**config.mk**
```make
export PLATFORM = sky130hd
export DESIGN_NAME = pwm_dither_dac
export DESIGN_NICKNAME = d
export VERILOG_FILES = /design/src/rtl/pwm_dither_dac_pkg.sv /design/src/rtl/pwm_dither_dac.sv
export VERILOG_INCLUDE_DIRS = /design/src /design/src/rtl
export SDC_FILE = /design/constraint.sdc
export NUM_CORES = 1
export LEC_CHECK = 0
export ABC_AREA = 1
export ABC_CLOCK_PERIOD_IN_PS = 2900
export BUFFER_PORTS_ARGS = -buffer_cell sky130_fd_sc_hd__buf_2
export CAP_MARGIN = 25
export CORE_UTILIZATION = 33
export CTS_BUF_LIST = sky130_fd_sc_hd__clkbuf_8
export DETAILED_ROUTE_END_ITERATION = 8
export HOLD_SLACK_MARGIN = 0.1
export PLACE_DENSITY_LB_ADDON = 0.25
export SETUP_SLACK_MARGIN = 0.2
export SYNTH_ARGS = -nofsm -noshare
export SYNTH_HDL_FRONTEND = slang
export SYNTH_SLANG_ARGS = --single-unit
export TNS_END_PERCENT = 5
```
**constraint.sdc**
```tcl
create_clock -name sys_clk -period 2.9 [get_ports sys_clk]
set_input_delay 0.29 -clock sys_clk [delete_from_list [all_inputs] [get_ports sys_clk]]
set_output_delay 0.29 -clock sys_clk [all_outputs]
set_load 0.01 [all_outputs]
```
**src/rtl/pwm_dither_dac_params.svh**
```systemverilog
`ifndef PWM_DITHER_DAC_PARAMS_SVH
`define PWM_DITHER_DAC_PARAMS_SVH

// System clock period in nanoseconds (50 MHz).
`define CLK_PERIOD_NS       20
// Carrier period of the PWM in nanoseconds (16 us).
`define CARRIER_PERIOD_NS   16000
// Carrier period in clock cycles, rounded down.
`define CARRIER_CYC         (`CARRIER_PERIOD_NS / `CLK_PERIOD_NS)
// Number of carrier periods in one dither pattern pass.
`define PASS_STATES         16
// Number of ADC results summed into one measurement.
`define AVG_SAMPLES         16
// Number of ADC samples between two loop corrections.
`define CORR_SAMPLES        256
// Reset value of the 12-bit target code.
`define TARGET_RESET        12'h000
// Field positions of the 12-bit target code.
`define BASE_MSB            11
`define BASE_LSB            4
`define FACTOR_MSB          3
`define FACTOR_LSB          0

`endif

```
**src/rtl/pwm_dither_dac_pkg.sv**
```systemverilog
package pwm_dither_dac_pkg;

  // Regulation mode of the dither factor.
  typedef enum logic [0:0] {
    MODE_OPEN   = 1'b0,
    MODE_CLOSED = 1'b1
  } loop_mode_e;

  // One ADC result with its strobe.
  typedef struct packed {
    logic       valid;
    logic [9:0] data;
  } adc_sample_s;

  // Setting applied to one whole dither pass.
  typedef struct packed {
    logic [7:0] base;
    logic [3:0] factor;
  } pass_setting_s;

endpackage : pwm_dither_dac_pkg

```
**src/rtl/pwm_dither_dac.sv**
```systemverilog
`timescale 1ns/1ps
`include "pwm_dither_dac_params.svh"

// Functional notes
// [RULE1] Output is 8-bit PWM, fixed period, duty code one of 256 values.
// [RULE2] A carrier counter sets the period; a compare stage sets the duty.
// [RULE3] Each period uses either the base code or the base code plus one.
// [RULE4] The dither pattern repeats every 16 periods, giving 15 intermediate levels.
// [RULE5] Duty code is updated once per 16 us period; pattern repeats every 256 us.
// [RULE6] Sequencer loads each pattern state by itself and re-arms after state 16.
// [RULE7] Open loop applies the commanded base code and factor without ADC correction.
// [RULE8] Closed loop sums 16 consecutive 10-bit ADC results into a 12-bit measurement.
// [RULE9] Closed loop steps the factor by +1, -1 or 0 after every 256 samples.
// [RULE10] A pattern bit of zero selects base, a one selects base plus one.
// [RULE11] Factor N in 0..15 selects a fixed 16-entry sequence holding N ones.
// [RULE12] The carrier triggers each load; a reload event occurs every 16 loads.
// [RULE13] Upper 8 target bits are the base code, lower 4 the dither factor.
// [RULE14] New base or factor takes effect only at the start of a pass.
module pwm_dither_dac
  import pwm_dither_dac_pkg::*;
#(
  parameter int CARRIER_CYC = `CARRIER_CYC
) (
  input  wire logic                           sys_clk,
  input  wire logic                           resetn,
  input  wire logic [11:0]                    target_code,
  input  wire pwm_dither_dac_pkg::loop_mode_e loop_mode,
  input  wire pwm_dither_dac_pkg::adc_sample_s adc_in,
  output logic                                pwm_out,
  output logic                                transfer_pulse,
  output logic                                reload_pulse,
  output logic                                meas_valid,
  output logic [11:0]                         meas_value,
  output pwm_dither_dac_pkg::pass_setting_s   pass_setting
);
  import pwm_dither_dac_pkg::*;

  // One spare bit so that a power-of-two period still fits the CW-bit operand of the product; the counter needs no spare bit.
  localparam int CW = $clog2(CARRIER_CYC + 1);

  // Fixed adder sequences; bit s is the adder for pattern state s+1.
  function automatic logic [15:0] dither_seq(input logic [3:0] n);
    case (n)
      4'h0:    dither_seq = 16'h0000;
      4'h1:    dither_seq = 16'h0001;
      4'h2:    dither_seq = 16'h0101;
      4'h3:    dither_seq = 16'h0421;
      4'h4:    dither_seq = 16'h1111;
      4'h5:    dither_seq = 16'h1249;
      4'h6:    dither_seq = 16'h2525;
      4'h7:    dither_seq = 16'h2A55;
      4'h8:    dither_seq = 16'h5555;
      4'h9:    dither_seq = 16'hD5AA;
      4'hA:    dither_seq = 16'hDADA;
      4'hB:    dither_seq = 16'hEDB6;
      4'hC:    dither_seq = 16'hEEEE;
      4'hD:    dither_seq = 16'hFBDE;
      4'hE:    dither_seq = 16'hFEFE;
      4'hF:    dither_seq = 16'hFFFE;
      default: dither_seq = 16'h0000;
    endcase
  endfunction : dither_seq

  logic                rst_meta_r;
  logic                rst_sync_n_r;
  logic [CW-1:0]       carrier_cnt_r;
  logic                carrier_wrap;
  logic [3:0]          state_r;
  logic                pass_wrap;
  pass_setting_s       setting_r;
  logic [7:0]          duty_r;
  pass_setting_s       setting_nxt;
  logic [15:0]         seq_word;
  logic                seq_bit;
  logic [8:0]          duty_inc;
  logic [CW+7:0]       thresh_prod;
  logic [CW-1:0]       thresh;
  logic [11:0]         closed_code_r;
  logic [11:0]         applied_code;
  logic [3:0]          avg_cnt_r;
  logic [13:0]         sum_r;
  logic [13:0]         sum_nxt;
  logic [3:0]          block_cnt_r;
  logic                target_prev_mode_r;
  logic [11:0]         target_prev_r;

  // Reset release passes two flip-flops.
  always_ff @(posedge sys_clk or negedge resetn) begin
    if (!resetn) begin
      rst_meta_r   <= 1'b0;
      rst_sync_n_r <= 1'b0;
    end else begin
      rst_meta_r   <= 1'b1;
      rst_sync_n_r <= rst_meta_r;
    end
  end

  // Master channel: free running carrier counter fixing the period.
  assign carrier_wrap = (carrier_cnt_r == CW'(CARRIER_CYC - 1));
  always_ff @(posedge sys_clk or negedge rst_sync_n_r) begin
    if (!rst_sync_n_r) begin
      carrier_cnt_r <= '0;
    end else if (carrier_wrap) begin
      carrier_cnt_r <= '0; // [RULE2] [RULE5]
    end else begin
      carrier_cnt_r <= carrier_cnt_r + CW'(1);
    end
  end

  // Pattern state counter advanced by the carrier; it re-arms itself after state 16.
  assign pass_wrap = carrier_wrap && (state_r == 4'(`PASS_STATES - 1));
  always_ff @(posedge sys_clk or negedge rst_sync_n_r) begin
    if (!rst_sync_n_r) begin
      state_r <= 4'h0;
    end else if (carrier_wrap) begin
      state_r <= state_r + 4'h1; // [RULE4] [RULE6] [RULE12]
    end
  end

  // Open loop uses the target directly; closed loop uses the corrected code.
  assign applied_code = (loop_mode == MODE_CLOSED) ? closed_code_r : target_code; // [RULE7]

  // Split of the applied code into the setting that the next pass would use.
  assign setting_nxt = '{base:   applied_code[`BASE_MSB:`BASE_LSB],
                         factor: applied_code[`FACTOR_MSB:`FACTOR_LSB]}; // [RULE13]

  // Base and factor are latched only when a new pass begins.
  always_ff @(posedge sys_clk or negedge rst_sync_n_r) begin
    if (!rst_sync_n_r) begin
      setting_r <= '0;
    end else if (pass_wrap) begin
      setting_r <= setting_nxt; // [RULE14]
    end
  end

  // Transfer: at each carrier wrap the next period's duty code is loaded.
  // The state index of the next period selects the adder bit; base 255 saturates.
  always_comb begin
    seq_word = dither_seq(setting_r.factor);
    seq_bit  = seq_word[state_r + 4'h1]; // [RULE10] [RULE11]
    duty_inc = {1'b0, setting_r.base} + {8'h00, seq_bit};
    if (pass_wrap) begin
      seq_word = dither_seq(setting_nxt.factor);
      seq_bit  = seq_word[0];
      duty_inc = {1'b0, setting_nxt.base} + {8'h00, seq_bit};
    end
  end

  always_ff @(posedge sys_clk or negedge rst_sync_n_r) begin
    if (!rst_sync_n_r) begin
      duty_r <= 8'h00;
    end else if (carrier_wrap) begin
      duty_r <= duty_inc[8] ? 8'hFF : duty_inc[7:0]; // [RULE3] [RULE5] [RULE6]
    end
  end

  // Slave channel: output high while the carrier is below duty/256 of the period.
  assign thresh_prod = duty_r * CARRIER_CYC[CW-1:0];
  assign thresh      = thresh_prod[CW+7:8];
  always_ff @(posedge sys_clk or negedge rst_sync_n_r) begin
    if (!rst_sync_n_r) begin
      pwm_out <= 1'b0;
    end else begin
      pwm_out <= (carrier_cnt_r < thresh); // [RULE1] [RULE2]
    end
  end

  // Event outputs: one pulse per load and one per completed pass.
  // The pass setting shows the new values in the same cycle as the reload pulse.
  always_ff @(posedge sys_clk or negedge rst_sync_n_r) begin
    if (!rst_sync_n_r) begin
      transfer_pulse <= 1'b0;
      reload_pulse   <= 1'b0;
      pass_setting   <= '0;
    end else begin
      transfer_pulse <= carrier_wrap; // [RULE12]
      reload_pulse   <= pass_wrap;    // [RULE12]
      if (pass_wrap) begin
        pass_setting <= setting_nxt; // [RULE14]
      end
    end
  end

  // Averaging: sum 16 consecutive ADC results; the sum over four is the 12-bit value.
  assign sum_nxt = sum_r + {4'h0, adc_in.data};
  always_ff @(posedge sys_clk or negedge rst_sync_n_r) begin
    if (!rst_sync_n_r) begin
      avg_cnt_r  <= 4'h0;
      sum_r      <= 14'h0000;
      meas_valid <= 1'b0;
      meas_value <= 12'h000;
    end else begin
      meas_valid <= 1'b0;
      if (adc_in.valid) begin
        avg_cnt_r <= avg_cnt_r + 4'h1;
        if (avg_cnt_r == 4'(`AVG_SAMPLES - 1)) begin
          sum_r      <= 14'h0000;
          meas_valid <= 1'b1;           // [RULE8]
          meas_value <= sum_nxt[13:2];  // [RULE8]
        end else begin
          sum_r <= sum_nxt;
        end
      end
    end
  end

  // Correction cadence: 16 measurements make one block of 256 samples.
  always_ff @(posedge sys_clk or negedge rst_sync_n_r) begin
    if (!rst_sync_n_r) begin
      block_cnt_r <= 4'h0;
    end else if (meas_valid) begin
      block_cnt_r <= block_cnt_r + 4'h1; // [RULE9]
    end
  end

  // Bang-bang loop: a new target or a mode change restarts from the target itself.
  always_ff @(posedge sys_clk or negedge rst_sync_n_r) begin
    if (!rst_sync_n_r) begin
      closed_code_r      <= `TARGET_RESET;
      target_prev_r      <= `TARGET_RESET;
      target_prev_mode_r <= 1'b0;
    end else begin
      target_prev_r      <= target_code;
      target_prev_mode_r <= loop_mode;
      if ((loop_mode != MODE_CLOSED) || (target_prev_mode_r != loop_mode) || (target_prev_r != target_code)) begin
        closed_code_r <= target_code; // [RULE7]
      end else if (meas_valid && (block_cnt_r == 4'((`CORR_SAMPLES / `AVG_SAMPLES) - 1))) begin
        if ((meas_value < target_code) && (closed_code_r != 12'hFFF)) begin
          closed_code_r <= closed_code_r + 12'h001; // [RULE9]
        end else if ((meas_value > target_code) && (closed_code_r != 12'h000)) begin
          closed_code_r <= closed_code_r - 12'h001; // [RULE9]
        end
      end
    end
  end

endmodule : pwm_dither_dac

```
-- Word-level counts from Yosys, hierarchy flattened
Memories as Yosys holds them, arrays and structs flattened.
Cells that the tools add are included.
- bitwise gates (word level): 1
- magnitude comparators: 4
- reductions and logical operators: 11
- multiplexer cells: 14
- add/sub/neg operators: 9
- $mul: 1
- equal/unequal tests: 7
- operator list (operator ; count):
    12-bit two-way mux ; 5
    8-bit by 1-bit adder with 9-bit output ; 2
    14-bit by 10-bit adder with 14-bit output ; 1
    14-bit two-way mux ; 1
    8-bit by 5-bit multiplier with 13-bit output (second input constant) ; 1
    12-bit by 1-bit adder with 12-bit output (second input constant) ; 1
    4-bit by 1-bit adder with 4-bit output (second input constant) ; 3
    4-bit == test (second input constant) ; 3
    12-bit greater-than comparator ; 1
    12-bit less-than comparator ; 1
    12-bit != test ; 1
    12-bit != test (second input constant) ; 1
    12-bit nonzero test ; 1
    12-bit by 1-bit subtractor with 12-bit output (second input constant) ; 1
    10-bit by 1-bit adder with 10-bit output (second input constant) ; 1
    10-bit == test (second input constant) ; 1
    10-bit less-than comparator ; 1
    10-bit two-way mux ; 1
    9-bit two-way mux ; 1
    8-bit two-way mux ; 1
    4-bit by 5-bit less-than comparator with 1-bit output (second input constant) ; 1
    1-bit binary-select mux with 4-bit select ; 1
    1-bit logical AND ; 4
    1-bit two-way mux ; 4
    6 further kinds ; 8
- register bits after elaboration: 99
- output and inout bits: 28
- memories kept: 2
- input bits: 26
- ROM bits: 512
- word-level logic and storage cells: 67
- memory list (memory ; depth ; bits a word ; read ports ; clocked after Yosys merged registers in ; write ports ; RTL line ; RTL):
    (name not given) ; 16 ; 16 ; 1 ; 0 ; 0 ; pwm_dither_dac.sv:43 ; case (n)
    (name not given) ; 16 ; 16 ; 1 ; 0 ; 0 ; pwm_dither_dac.sv:43 ;

-- Depth between registers and ports, before layout
Gate-level depths: netlist of the first run.
- depth after elaboration: 6
- mapped depth: 21
- mapped depth without buffers: 21

-- Least setup slack after synthesis of the first run
OpenSTA, ideal clock, no wires.
- path type: flip-flop to flip-flop
- start: reg duty_r[3]
- end: reg pwm_out
- library setup time: 82 ps
- buffers on the path: 0
- data arrival time: 3283 ps
- required time: 2818 ps
- cell stages (with the launch flop): 21
- slack: -465 ps
- period minus slack after synthesis: 3365 ps
- cells stage by stage: dfrtp_1 -> ha_1 -> ha_1 -> inv_1 -> fa_1 -> inv_1 -> ha_1 -> a21oi_1 -> o21ai_0 -> nor2_1 -> nor2_1 -> nor2_1 -> nor2_1 -> nor2_1 -> xor2_1 -> ha_1 -> nand2_1 -> nor2_1 -> nand2_1 -> o211ai_1 -> a31oi_1
- cells in the longest elaborated chain, start to end: 2
- ends and longest elaborated chain (item ; RTL line ; RTL):
    start: declaration ; pwm_dither_dac.sv:71 ; logic [7:0] duty_r;
    start signal: assignment ; pwm_dither_dac.sv:153 ; duty_r <= duty_inc[8] ? 8'hFF : duty_inc[7:0];
    8-bit by 5-bit multiplier with 13-bit output ; pwm_dither_dac.sv:158 ; assign thresh_prod = duty_r * CARRIER_CYC[CW-1:0];
    10-bit less-than comparator ; pwm_dither_dac.sv:164 ; pwm_out <= (carrier_cnt_r < thresh);
    end signal: assignment ; pwm_dither_dac.sv:164 ;
    end: declaration ; pwm_dither_dac.sv:29 ; output logic pwm_out,
Every way passes these cells.
A chain may end at the register's enable or synchronous reset.

-- Worst setup path after layout of the first run
Same ends and word-level chain as after synthesis.

==> results.sh, run 1 <==
export IMPL_num_rows=53
export IMPL_die_y_um=150
export IMPL_yosysWarnings=0
export IMPL_syn_to_final_growth_pct=20.9
export IMPL_worst_pin_slew_ns=0.688
export IMPL_ys_flop_type="dfrtp_1"
export IMPL_synth_edf_count=0
export IMPL_intPower_w=0.00306
export IMPL_gp_congestion=0.886
export IMPL_most_common_layout_cells="nand2_1 (256), inv_1 (100), dfrtp_1 (96)"
export IMPL_post_route_util_pct=41.3
export IMPL_routed_wl_mm=18.6
export IMPL_clock_latency_ns=0.39
export IMPL_drtIter0Drc=253
export IMPL_initial_core_util_pct=34.2
export IMPL_overflow=0
export IMPL_ys_seq_area_share_pct=34.1
export IMPL_multi_input_area_mm2=0.00459
export IMPL_ant_nets=0
export IMPL_critPathKind="reg -> reg"
export IMPL_pwr_share_comb_pct=47.4
export IMPL_clock_skew_ns=0.0206
export IMPL_num_fill_cells=2209
export IMPL_crit_fanout=3
export IMPL_dp_hpwl_mm=14.5
export IMPL_cp_end_kind="register"
export IMPL_vias=6582
export IMPL_numClockSinks=99
export IMPL_antenna_found_initial=0
export IMPL_post_cts_buffers=0
export IMPL_path_clk_slew_ns=0.11
export IMPL_cts_buffer_depth=2
export IMPL_maxCapViolCount=0
export IMPL_hold_viol=0
export IMPL_violations="setup timing"
export IMPL_synth_nets=1077
export IMPL_required_ns=3.21
export IMPL_post_route_period_util_pct=116
export IMPL_powerDensity_mw_per_mm2=602
export IMPL_leakage_nw=4.49
export IMPL_coreArea_mm2=0.0213
export IMPL_p_clk_share_pct=17.0
export IMPL_tns_ns=-0.467
export IMPL_layout_nets=1188
export IMPL_die_w_um=150
export IMPL_hold_class="in -> reg"
export IMPL_cts_htree_levels=3
export IMPL_vias_per_cell=4.86
export IMPL_track_usage_pct=17.5
export IMPL_dieArea_mm2=0.0226
export IMPL_layout_drive_gt1_share_pct=19.6
export IMPL_crit_path_start_kind="register"
export IMPL_swShare_pct=42.2
export IMPL_ys_ff_latch=99
export IMPL_grt_pass1_vias=6400
export IMPL_syn_area_per_cell_um2=7.54
export IMPL_rsz0062_at_grt="true"
export IMPL_n_antenna_cell=0
export IMPL_switching_power_w=0.00224
export IMPL_finalSetupViolCount=1
export IMPL_synth_cells=964
export IMPL_drtPass1Iterations=5
export IMPL_sequentialPowerShare_pct=35.6
export IMPL_clockRootBuffer="clkbuf_8"
export IMPL_layout_commonest_cell="nand2_1"
export IMPL_drv_slew=0
export IMPL_rr_worst_depth=20
export IMPL_async_reset_ff_share_pct=100
export IMPL_peakVddDrop_mv=0.476
export IMPL_maxSlewHeadroom_pct=54.0
export IMPL_port_buffers=53
export IMPL_regArea_mm2=0.00248
export IMPL_grt_pass1_wl_mm=31.1
export IMPL_ys_types=46
export IMPL_fmax_mhz=297
export IMPL_synth_area_mm2=0.00727
export IMPL_grt_max_degree=46
export IMPL_pin_count=54
export IMPL_status="finished with violations"
export IMPL_hold_depth=2
export IMPL_cp_data_arrival_time_ns=3.67
export IMPL_fin_crit_ns=3.37
export IMPL_cts_tree="done"
export IMPL_hold_ws_ns=0.149
export IMPL_finalWorstSetupSlack_ns=-0.467
export IMPL_drc=0
export IMPL_numCtsBuffers=9
export IMPL_power_w=0.00530
export IMPL_wl_per_cell_um=13.7
critical path: stages, from the launching register on:
cell and delay [ns]:
dfrtp_1 0.42, ha_1 0.28, ha_1 0.27, inv_1 0.05, fa_1 0.49, inv_2 0.04
ha_4 0.22, a21oi_2 0.14, o21ai_1 0.07, nor2_1 0.16, nor2_1 0.06, nor2_1 0.08
nor2_1 0.04, nor2_1 0.11, xor2_1 0.16, ha_1 0.26, nand2_1 0.10, nor2_2 0.04
nand2_1 0.06, o211ai_1 0.08, a31oi_1 0.15
flip-flops by register name, indices dropped and copies added (netlist names), 4 cells and up:
register and flops:
pass_setting 12, closed_code_r 12, sum_r 14, state_r 4, target_prev_r 12, avg_cnt_r 4, duty_r 8, block_cnt_r 4
carrier_cnt_r 10, meas_value 12
power groups by stage:
stage,clock network (W),registers (W),logic (W)
after floorplan,0,0.00189,0.00161
after global placement,0,0.00190,0.00229
after detailed placement,0,0.00190,0.00231
after CTS,0.000948,0.00188,0.00241
after global routing,0.00101,0.00192,0.00286
final,0.000903,0.00188,0.00251
cells by family after synthesis:
| kind of cell | share of synthesized area (%) |
|---|---|
| simple gates | 26.8 |
| compound gates | 11.7 |
| buf+inv | 6.92 |
| flops | 34.1 |
| fa+ha+maj | 15.5 |
| xor+xnor | 4.82 |
| other cells | 0.0516 |
| mux | 0.155 |
Yosys cell counts (all sizes together) (9+ instances only):
cell type	n	area, um^2
dfrtp	99	2480
buf	9	56.3
nand3	67	345
nand4	17	106
ha	82	1030
xor2	25	219
a21oi	50	280
nor2	89	342
xnor2	15	131
inv	112	420
nor3	10	50.1
nand2	263	992
o21ai	67	358
metrics by stage:
step | worst slack, ns | std cells | cell area, um^2
CTS | -0.459 | 1355 | 8610
finish | -0.467 | 1355 | 8800
global placement | -0.404 | 1331 | 8230
global route | -0.728 | 1355 | 8800
detailed placement | -0.470 | 1331 | 8230
floorplan | -0.306 | 964 | 7300
timing repair:
action,in CTS,in global routing
hold endpoints to repair,9,0
hold buffers,8,0
setup endpoints to repair,16,18
pin swaps,11,21
resized for setup,24,49
final cells by class:
cell class              instances  area share, %
multi-input cells             737           52.2
flip-flops and latches         99           28.2
clock buffers                   9           1.41
repair buffers                114           8.53
inverters                     114           4.92
clock inverters                 7          0.754
well taps                     275           3.91
layer usage:
metal | GRT usage, % | vias to the layer above | wire length, um
li1 | - | 3396 | -
met1 | 24.2 | 3043 | 9230
met2 | 28.4 | 128 | 8360
met3 | 3.18 | 15 | 797
met4 | 3.33 | 0 | 207
met5 | 0 | - | 0
path summary, 6_finish.rpt:
path	endpoint	slack, ns	from
min	target_prev_r[1]$_DFF_PN0_	0.15	target_code[1]
min reg2reg	pass_setting[2]$_DFFE_PN0P_	0.36	rst_sync_n_r$_DFF_PN0_
max	pwm_out$_DFF_PN0_	-0.47	duty_r[3]$_DFFE_PN0P_
max reg2reg	pwm_out$_DFF_PN0_	-0.47	duty_r[3]$_DFFE_PN0P_
max in group asynchronous	target_prev_r[4]$_DFF_PN0_	1.82	rst_sync_n_r$_DFF_PN0_
min in group asynchronous	rst_sync_n_r$_DFF_PN0_	0.20	resetn
No activity file was read; power rests on OpenSTA's default activity.
==> run 2, diff against run 1 <==
CELL_PAD_IN_SITES_DETAIL_PLACEMENT = 1   (was default)
CELL_PAD_IN_SITES_GLOBAL_PLACEMENT = 1   (was default)
==> run 2 against run 1 <==
The flow still finishes with violations (setup timing). Largest cell class unchanged. Utilization up 0.69 points. Highest routed layer unchanged. Combinational power up 6%. Routed wire length rose by 12%. Critical endpoint unchanged. Critical path type unchanged.
==> results.sh, run 2 (same netlist as run 1, synthesis figures left out) <==
export IMPL_status="finished with violations"
export IMPL_violations="setup timing"
export IMPL_overflow=0
export IMPL_layout_commonest_cell="nand2_1"
export IMPL_sequentialPowerShare_pct=34.5
export IMPL_largest_reg_flops=14
export IMPL_post_route_period_util_pct=120
export IMPL_fmax_mhz=288
export IMPL_leakage_nw=4.61
export IMPL_dp_hpwl_mm=16.4
export IMPL_hold_ws_ns=0.133
export IMPL_syn_to_final_growth_pct=22.9
export IMPL_crit_buf_inv=5
export IMPL_num_rows=53
export IMPL_hold_viol=0
export IMPL_most_common_layout_cells="nand2_1 (256), inv_1 (102), dfrtp_1 (97)"
export IMPL_crit_chain="ha_1 -> ha_1 -> inv_1 -> fa_1 -> inv_2 -> ha_4 -> nand2_2 -> nor3_4 -> nor2_2 -> buf_4 -> buf_4 -> buf_4 -> xor2_1 -> ha_1 -> nand2_1 -> nor2_2 -> nand2_1 -> o211ai_1 -> a31oi_1"
export IMPL_maxCapViolCount=0
export IMPL_numClockSinks=99
export IMPL_numCtsBuffers=9
export IMPL_finalWorstSetupSlack_ns=-0.571
export IMPL_vias=6769
export IMPL_critPathKind="reg -> reg"
export IMPL_peakVddDrop_mv=0.350
export IMPL_grt_pass1_wl_mm=35.0
export IMPL_intPower_w=0.00316
export IMPL_critPathTopFamily="adder cells"
export IMPL_clock_skew_ns=0.0184
export IMPL_p_clk_share_pct=16.6
export IMPL_grt_max_degree=61
export IMPL_drtIter0Drc=235
export IMPL_finalSetupViolCount=1
export IMPL_critical_path_startpoint="duty_r[3]$_DFFE_PN0P_"
export IMPL_switching_power_w=0.00231
export IMPL_ant_nets=0
export IMPL_powerDensity_mw_per_mm2=612
export IMPL_rsz0062_at_grt="true"
export IMPL_swShare_pct=42.3
export IMPL_gp_congestion=0.814
export IMPL_maxSlewHeadroom_pct=58.0
export IMPL_drtPass1Iterations=4
export IMPL_die_y_um=150
export IMPL_grt_pass1_vias=7169
export IMPL_clockRootBuffer="clkbuf_8"
export IMPL_slowest_delay_ns=0.49
export IMPL_cp_end_kind="register"
export IMPL_initial_core_util_pct=34.2
export IMPL_n_antenna_cell=0
export IMPL_layout_nets=1204
export IMPL_die_w_um=150
export IMPL_vias_per_cell=4.94
export IMPL_drv_slew=0
export IMPL_crit_fanout=3
export IMPL_track_usage_pct=19.7
export IMPL_top_register="sum_r"
export IMPL_slowest_stage="fa_1"
export IMPL_fin_crit_ns=3.47
export IMPL_wl_per_cell_um=15.1
export IMPL_drc=0
export IMPL_clock_latency_ns=0.40
export IMPL_required_ns=3.17
export IMPL_cts_htree_levels=3
export IMPL_routed_wl_mm=20.7
export IMPL_pin_count=54
export IMPL_min_delay_start="target_code[8]"
export IMPL_coreArea_mm2=0.0213
export IMPL_post_route_util_pct=42.0
export IMPL_crit_path_start_kind="register"
export IMPL_port_buffers=53
export IMPL_pwr_share_comb_pct=48.9
export IMPL_cts_buffer_depth=2
export IMPL_cp_data_arrival_time_ns=3.74
export IMPL_cts_tree="done"
export IMPL_antenna_found_initial=0
export IMPL_hold_class="in -> reg"
export IMPL_dieArea_mm2=0.0226
export IMPL_r2r_start="duty_r[3]$_DFFE_PN0P_"
export IMPL_worst_pin_slew_ns=0.625
export IMPL_layout_drive_gt1_share_pct=21.1
export IMPL_path_clk_slew_ns=0.10
==> run 2: changes by cell type in the layout (fill, tap and decap cells not counted), moves of 3 or more <==
cell	change
buf_4	+18
o21ai_1	-5
nor2_2	+4
ha_2	-3
nand3_2	+3
o21ai_0	+3
==> run 2: path summary, 6_finish.rpt <==
path	end	slack [ns]	depth (start not counted)
worst max register to register	pwm_out$_DFF_PN0_	-0.57	19
worst max-delay path	pwm_out$_DFF_PN0_	-0.57	19
max in group asynchronous	target_prev_r[0]$_DFF_PN0_	1.81	1
worst min register to register	pass_setting[0]$_DFFE_PN0P_	0.33	0
worst min-delay path	target_prev_r[8]$_DFF_PN0_	0.13	2
min in group asynchronous	rst_sync_n_r$_DFF_PN0_	0.19	2
==> run 2: metal layers <==
metal  part of all wire [%]  up-vias  track usage (%)
li1                       -     3421                -
met1                     48     3251             26.3
met2                     47       80             33.4
met3                    3.2       17             2.85
met4                    1.3        0             4.55
met5                      0        -                0
==> run 2: final cells by class <==
class                           instances  area (um^2)
Sequential cell                        99         2480
Tap cell                              275          344
Fill cell                            2663        12300
Clock inverter                          6         55.1
Multi-Input combinational cell        737         4610
Inverter                              114          428
Timing Repair Buffer                  130          883
Clock buffer                           10          138
==> run 2: worst register-to-register path: cells and delay by family (launching register included) <==
family | cells | cell delay (ns)
fa+ha+maj | 5 | 1.64
simple gates | 6 | 0.54
buf+inv | 5 | 0.46
flops | 1 | 0.42
compound gates | 2 | 0.16
xor+xnor | 1 | 0.14
==> run 2: stage by stage <==
stage	area (um^2)	setup TNS [ns]	setup WS, ns	power [W]	cells
after floorplan	7300	-0.306	-0.306	0.00350	964
after global placement	8360	-0.431	-0.431	0.00425	1344
after detailed placement	8360	-0.713	-0.580	0.00432	1344
after CTS	8800	-0.873	-0.542	0.00543	1370
after global routing	8940	-1.48	-0.852	0.00599	1371
final	8940	-0.571	-0.571	0.00547	1371
==> run 2: timing repair <==
| item | CTS | global route |
|---|---|---|
| gates resized for setup | 28 | 35 |
| gates cloned | 0 | 0 |
| endpoints found under the setup margin | 18 | 18 |
| hold buffers | 6 | 0 |
| pin swaps | 14 | 10 |
| endpoints found under the hold margin | 7 | 0 |
| buffers inserted | 4 | 1 |
==> run 2: power groups by stage <==
stage	Combinational, W	Sequential (W)	Clock, W
floorplan	0.00161	0.00189	0
global placement	0.00234	0.00190	0
detailed placement	0.00241	0.00191	0
CTS	0.00260	0.00189	0.000947
global route	0.00306	0.00193	0.000990
finish	0.00267	0.00189	0.000909
==> run 3, diff against run 2 <==
SKIP_CTS_REPAIR_TIMING = 1   (was default)
==> run 3 against run 2 <==
The flow still finishes with violations (setup timing). Clock power up 0.8%. Via count down 0.83%. Critical path depth down 1. Critical path type unchanged. Fmax grew 0.37%. Register-to-register slack hardly changed. Largest power group unchanged. Clock skew rose by 0.00074 ns. Sequential power is essentially flat. Hold slack worse by 0.020 ns. Largest cell class unchanged.
==> results.sh, run 3 (same netlist as run 1, synthesis figures left out) <==
export IMPL_numClockSinks=99
export IMPL_crit_chain="ha_1 -> ha_1 -> ha_1 -> inv_1 -> fa_1 -> nor3_2 -> nor2_2 -> nor2_1 -> nor2_1 -> nor2_1 -> nor2_1 -> xor2_1 -> ha_1 -> nand2_2 -> nor2_1 -> nand2_1 -> o211ai_1 -> a31oi_1"
export IMPL_vias_per_cell=4.91
export IMPL_cts_tree="done"
export IMPL_grt_max_degree=61
export IMPL_regArea_mm2=0.00248
export IMPL_post_route_period_util_pct=119
export IMPL_cp_end_kind="register"
export IMPL_dieArea_mm2=0.0226
export IMPL_wl_per_cell_um=14.9
export IMPL_leakage_nw=4.56
export IMPL_n_antenna_cell=0
export IMPL_num_rows=53
export IMPL_drtIter0Drc=239
export IMPL_clock_latency_ns=0.40
export IMPL_grt_pass1_vias=7064
export IMPL_die_y_um=150
export IMPL_ant_nets=0
export IMPL_port_buffers=53
export IMPL_dp_hpwl_mm=16.4
export IMPL_maxCapViolCount=0
export IMPL_fmax_mhz=289
export IMPL_coreArea_mm2=0.0213
export IMPL_drc=0
export IMPL_worst_pin_slew_ns=0.587
export IMPL_min_delay_start="target_code[0]"
export IMPL_path_clk_slew_ns=0.12
export IMPL_cp_data_arrival_time_ns=3.73
export IMPL_finalWorstSetupSlack_ns=-0.558
export IMPL_drv_slew=0
export IMPL_powerDensity_mw_per_mm2=600
export IMPL_power_w=0.00520
export IMPL_crit_buf_inv=1
export IMPL_grt_pass1_wl_mm=34.3
export IMPL_vias=6713
export IMPL_peakVddDrop_mv=0.345
export IMPL_tns_ns=-0.558
export IMPL_placed_area_mm2=0.00836
export IMPL_clock_skew_ns=0.0191
export IMPL_antenna_found_initial=0
export IMPL_most_common_layout_cells="nand2_1 (259), inv_1 (103), dfrtp_1 (97)"
export IMPL_layout_drive_gt1_share_pct=17.6
export IMPL_stdcell_count=1367
export IMPL_finalSetupViolCount=1
export IMPL_fin_crit_ns=3.46
export IMPL_track_usage_pct=19.3
export IMPL_hold_class="in -> reg"
export IMPL_layout_commonest_cell="nand2_1"
export IMPL_rsz0062_at_grt="true"
export IMPL_numCtsBuffers=9
export IMPL_num_fill_cells=2685
export IMPL_maxSlewHeadroom_pct=60.5
export IMPL_violations="setup timing"
export IMPL_crit_top_cell="nor2_1"
export IMPL_initial_core_util_pct=34.2
export IMPL_crit_fanout=3
export IMPL_critPathTopFamily="adder cells"
export IMPL_critical_path_startpoint="duty_r[2]$_DFFE_PN0P_"
export IMPL_routed_wl_mm=20.4
export IMPL_r2r_start="duty_r[2]$_DFFE_PN0P_"
export IMPL_overflow=0
export IMPL_pin_count=54
export IMPL_top_register="sum_r"
export IMPL_clockRootBuffer="clkbuf_8"
export IMPL_gp_congestion=0.814
export IMPL_multi_input_area_mm2=0.00437
export IMPL_drtPass1Iterations=4
export IMPL_slowest_stage="fa_1"
export IMPL_cts_htree_levels=3
export IMPL_largest_reg_flops=14
export IMPL_required_ns=3.17
export IMPL_hold_ws_ns=0.113
export IMPL_slowest_delay_ns=0.48
export IMPL_status="finished with violations"
export IMPL_dp_cells=1344
export IMPL_syn_to_final_growth_pct=19.1
export IMPL_cts_buffer_depth=2
export IMPL_crit_path_start_kind="register"
export IMPL_layout_nets=1200
export IMPL_hold_viol=0
export IMPL_final_cell_area_mm2=0.00866
export IMPL_die_w_um=150
export IMPL_critPathKind="reg -> reg"
[run 3: through the flow]
step | worst slack, ns | utilization [%]
2_1_floorplan | -0.306 | -
3_3_place_gp | -0.431 | 39.3
3_5_place_dp | -0.580 | 39.3
4_1_cts | -0.599 | 40.2
5_1_grt | -0.857 | 40.7
6_report | -0.558 | 40.7
[run 3: worst paths after layout]
check                                               to  slack, ns  cells after the start
max                                  pwm_out$_DFF_PN0_      -0.56                     18
min                         target_prev_r[0]$_DFF_PN0_       0.11                      1
max reg2reg                          pwm_out$_DFF_PN0_      -0.56                     18
min reg2reg                pass_setting[0]$_DFFE_PN0P_       0.34                      0
max in group asynchronous   target_prev_r[0]$_DFF_PN0_       1.81                      1
min in group asynchronous       rst_sync_n_r$_DFF_PN0_       0.18                      2
[run 3: cell type report]
cell class                 instances  area share [%]
clock inverter                     6           0.635
multi-input combinational        737            50.4
timing repair buffer             126            9.79
clock buffer                      10            1.59
inverter                         114            4.94
sequential                        99            28.7
tap                              275            3.97
[run 3: where the power goes]
| group | internal [W] | switching, W | leakage (nW) | total [W] |
|---|---|---|---|---|
| sequential | 0.00164 | 0.000242 | 1.22 | 0.00188 |
| combinational | 0.00101 | 0.00139 | 3.25 | 0.00241 |
| clock | 0.000353 | 0.000563 | 0.0994 | 0.000916 |
| total | 0.00300 | 0.00220 | 4.56 | 0.00520 |
[run 3: per-layer routing]
layer | share of wire (%) | global-route usage, % | vias to the layer above
met5 | 0 | 0 | -
met4 | 1.1 | 4.55 | 0
met3 | 3.2 | 2.85 | 11
met2 | 47 | 32.4 | 84
met1 | 49 | 26.0 | 3203
li1 | - | - | 3415
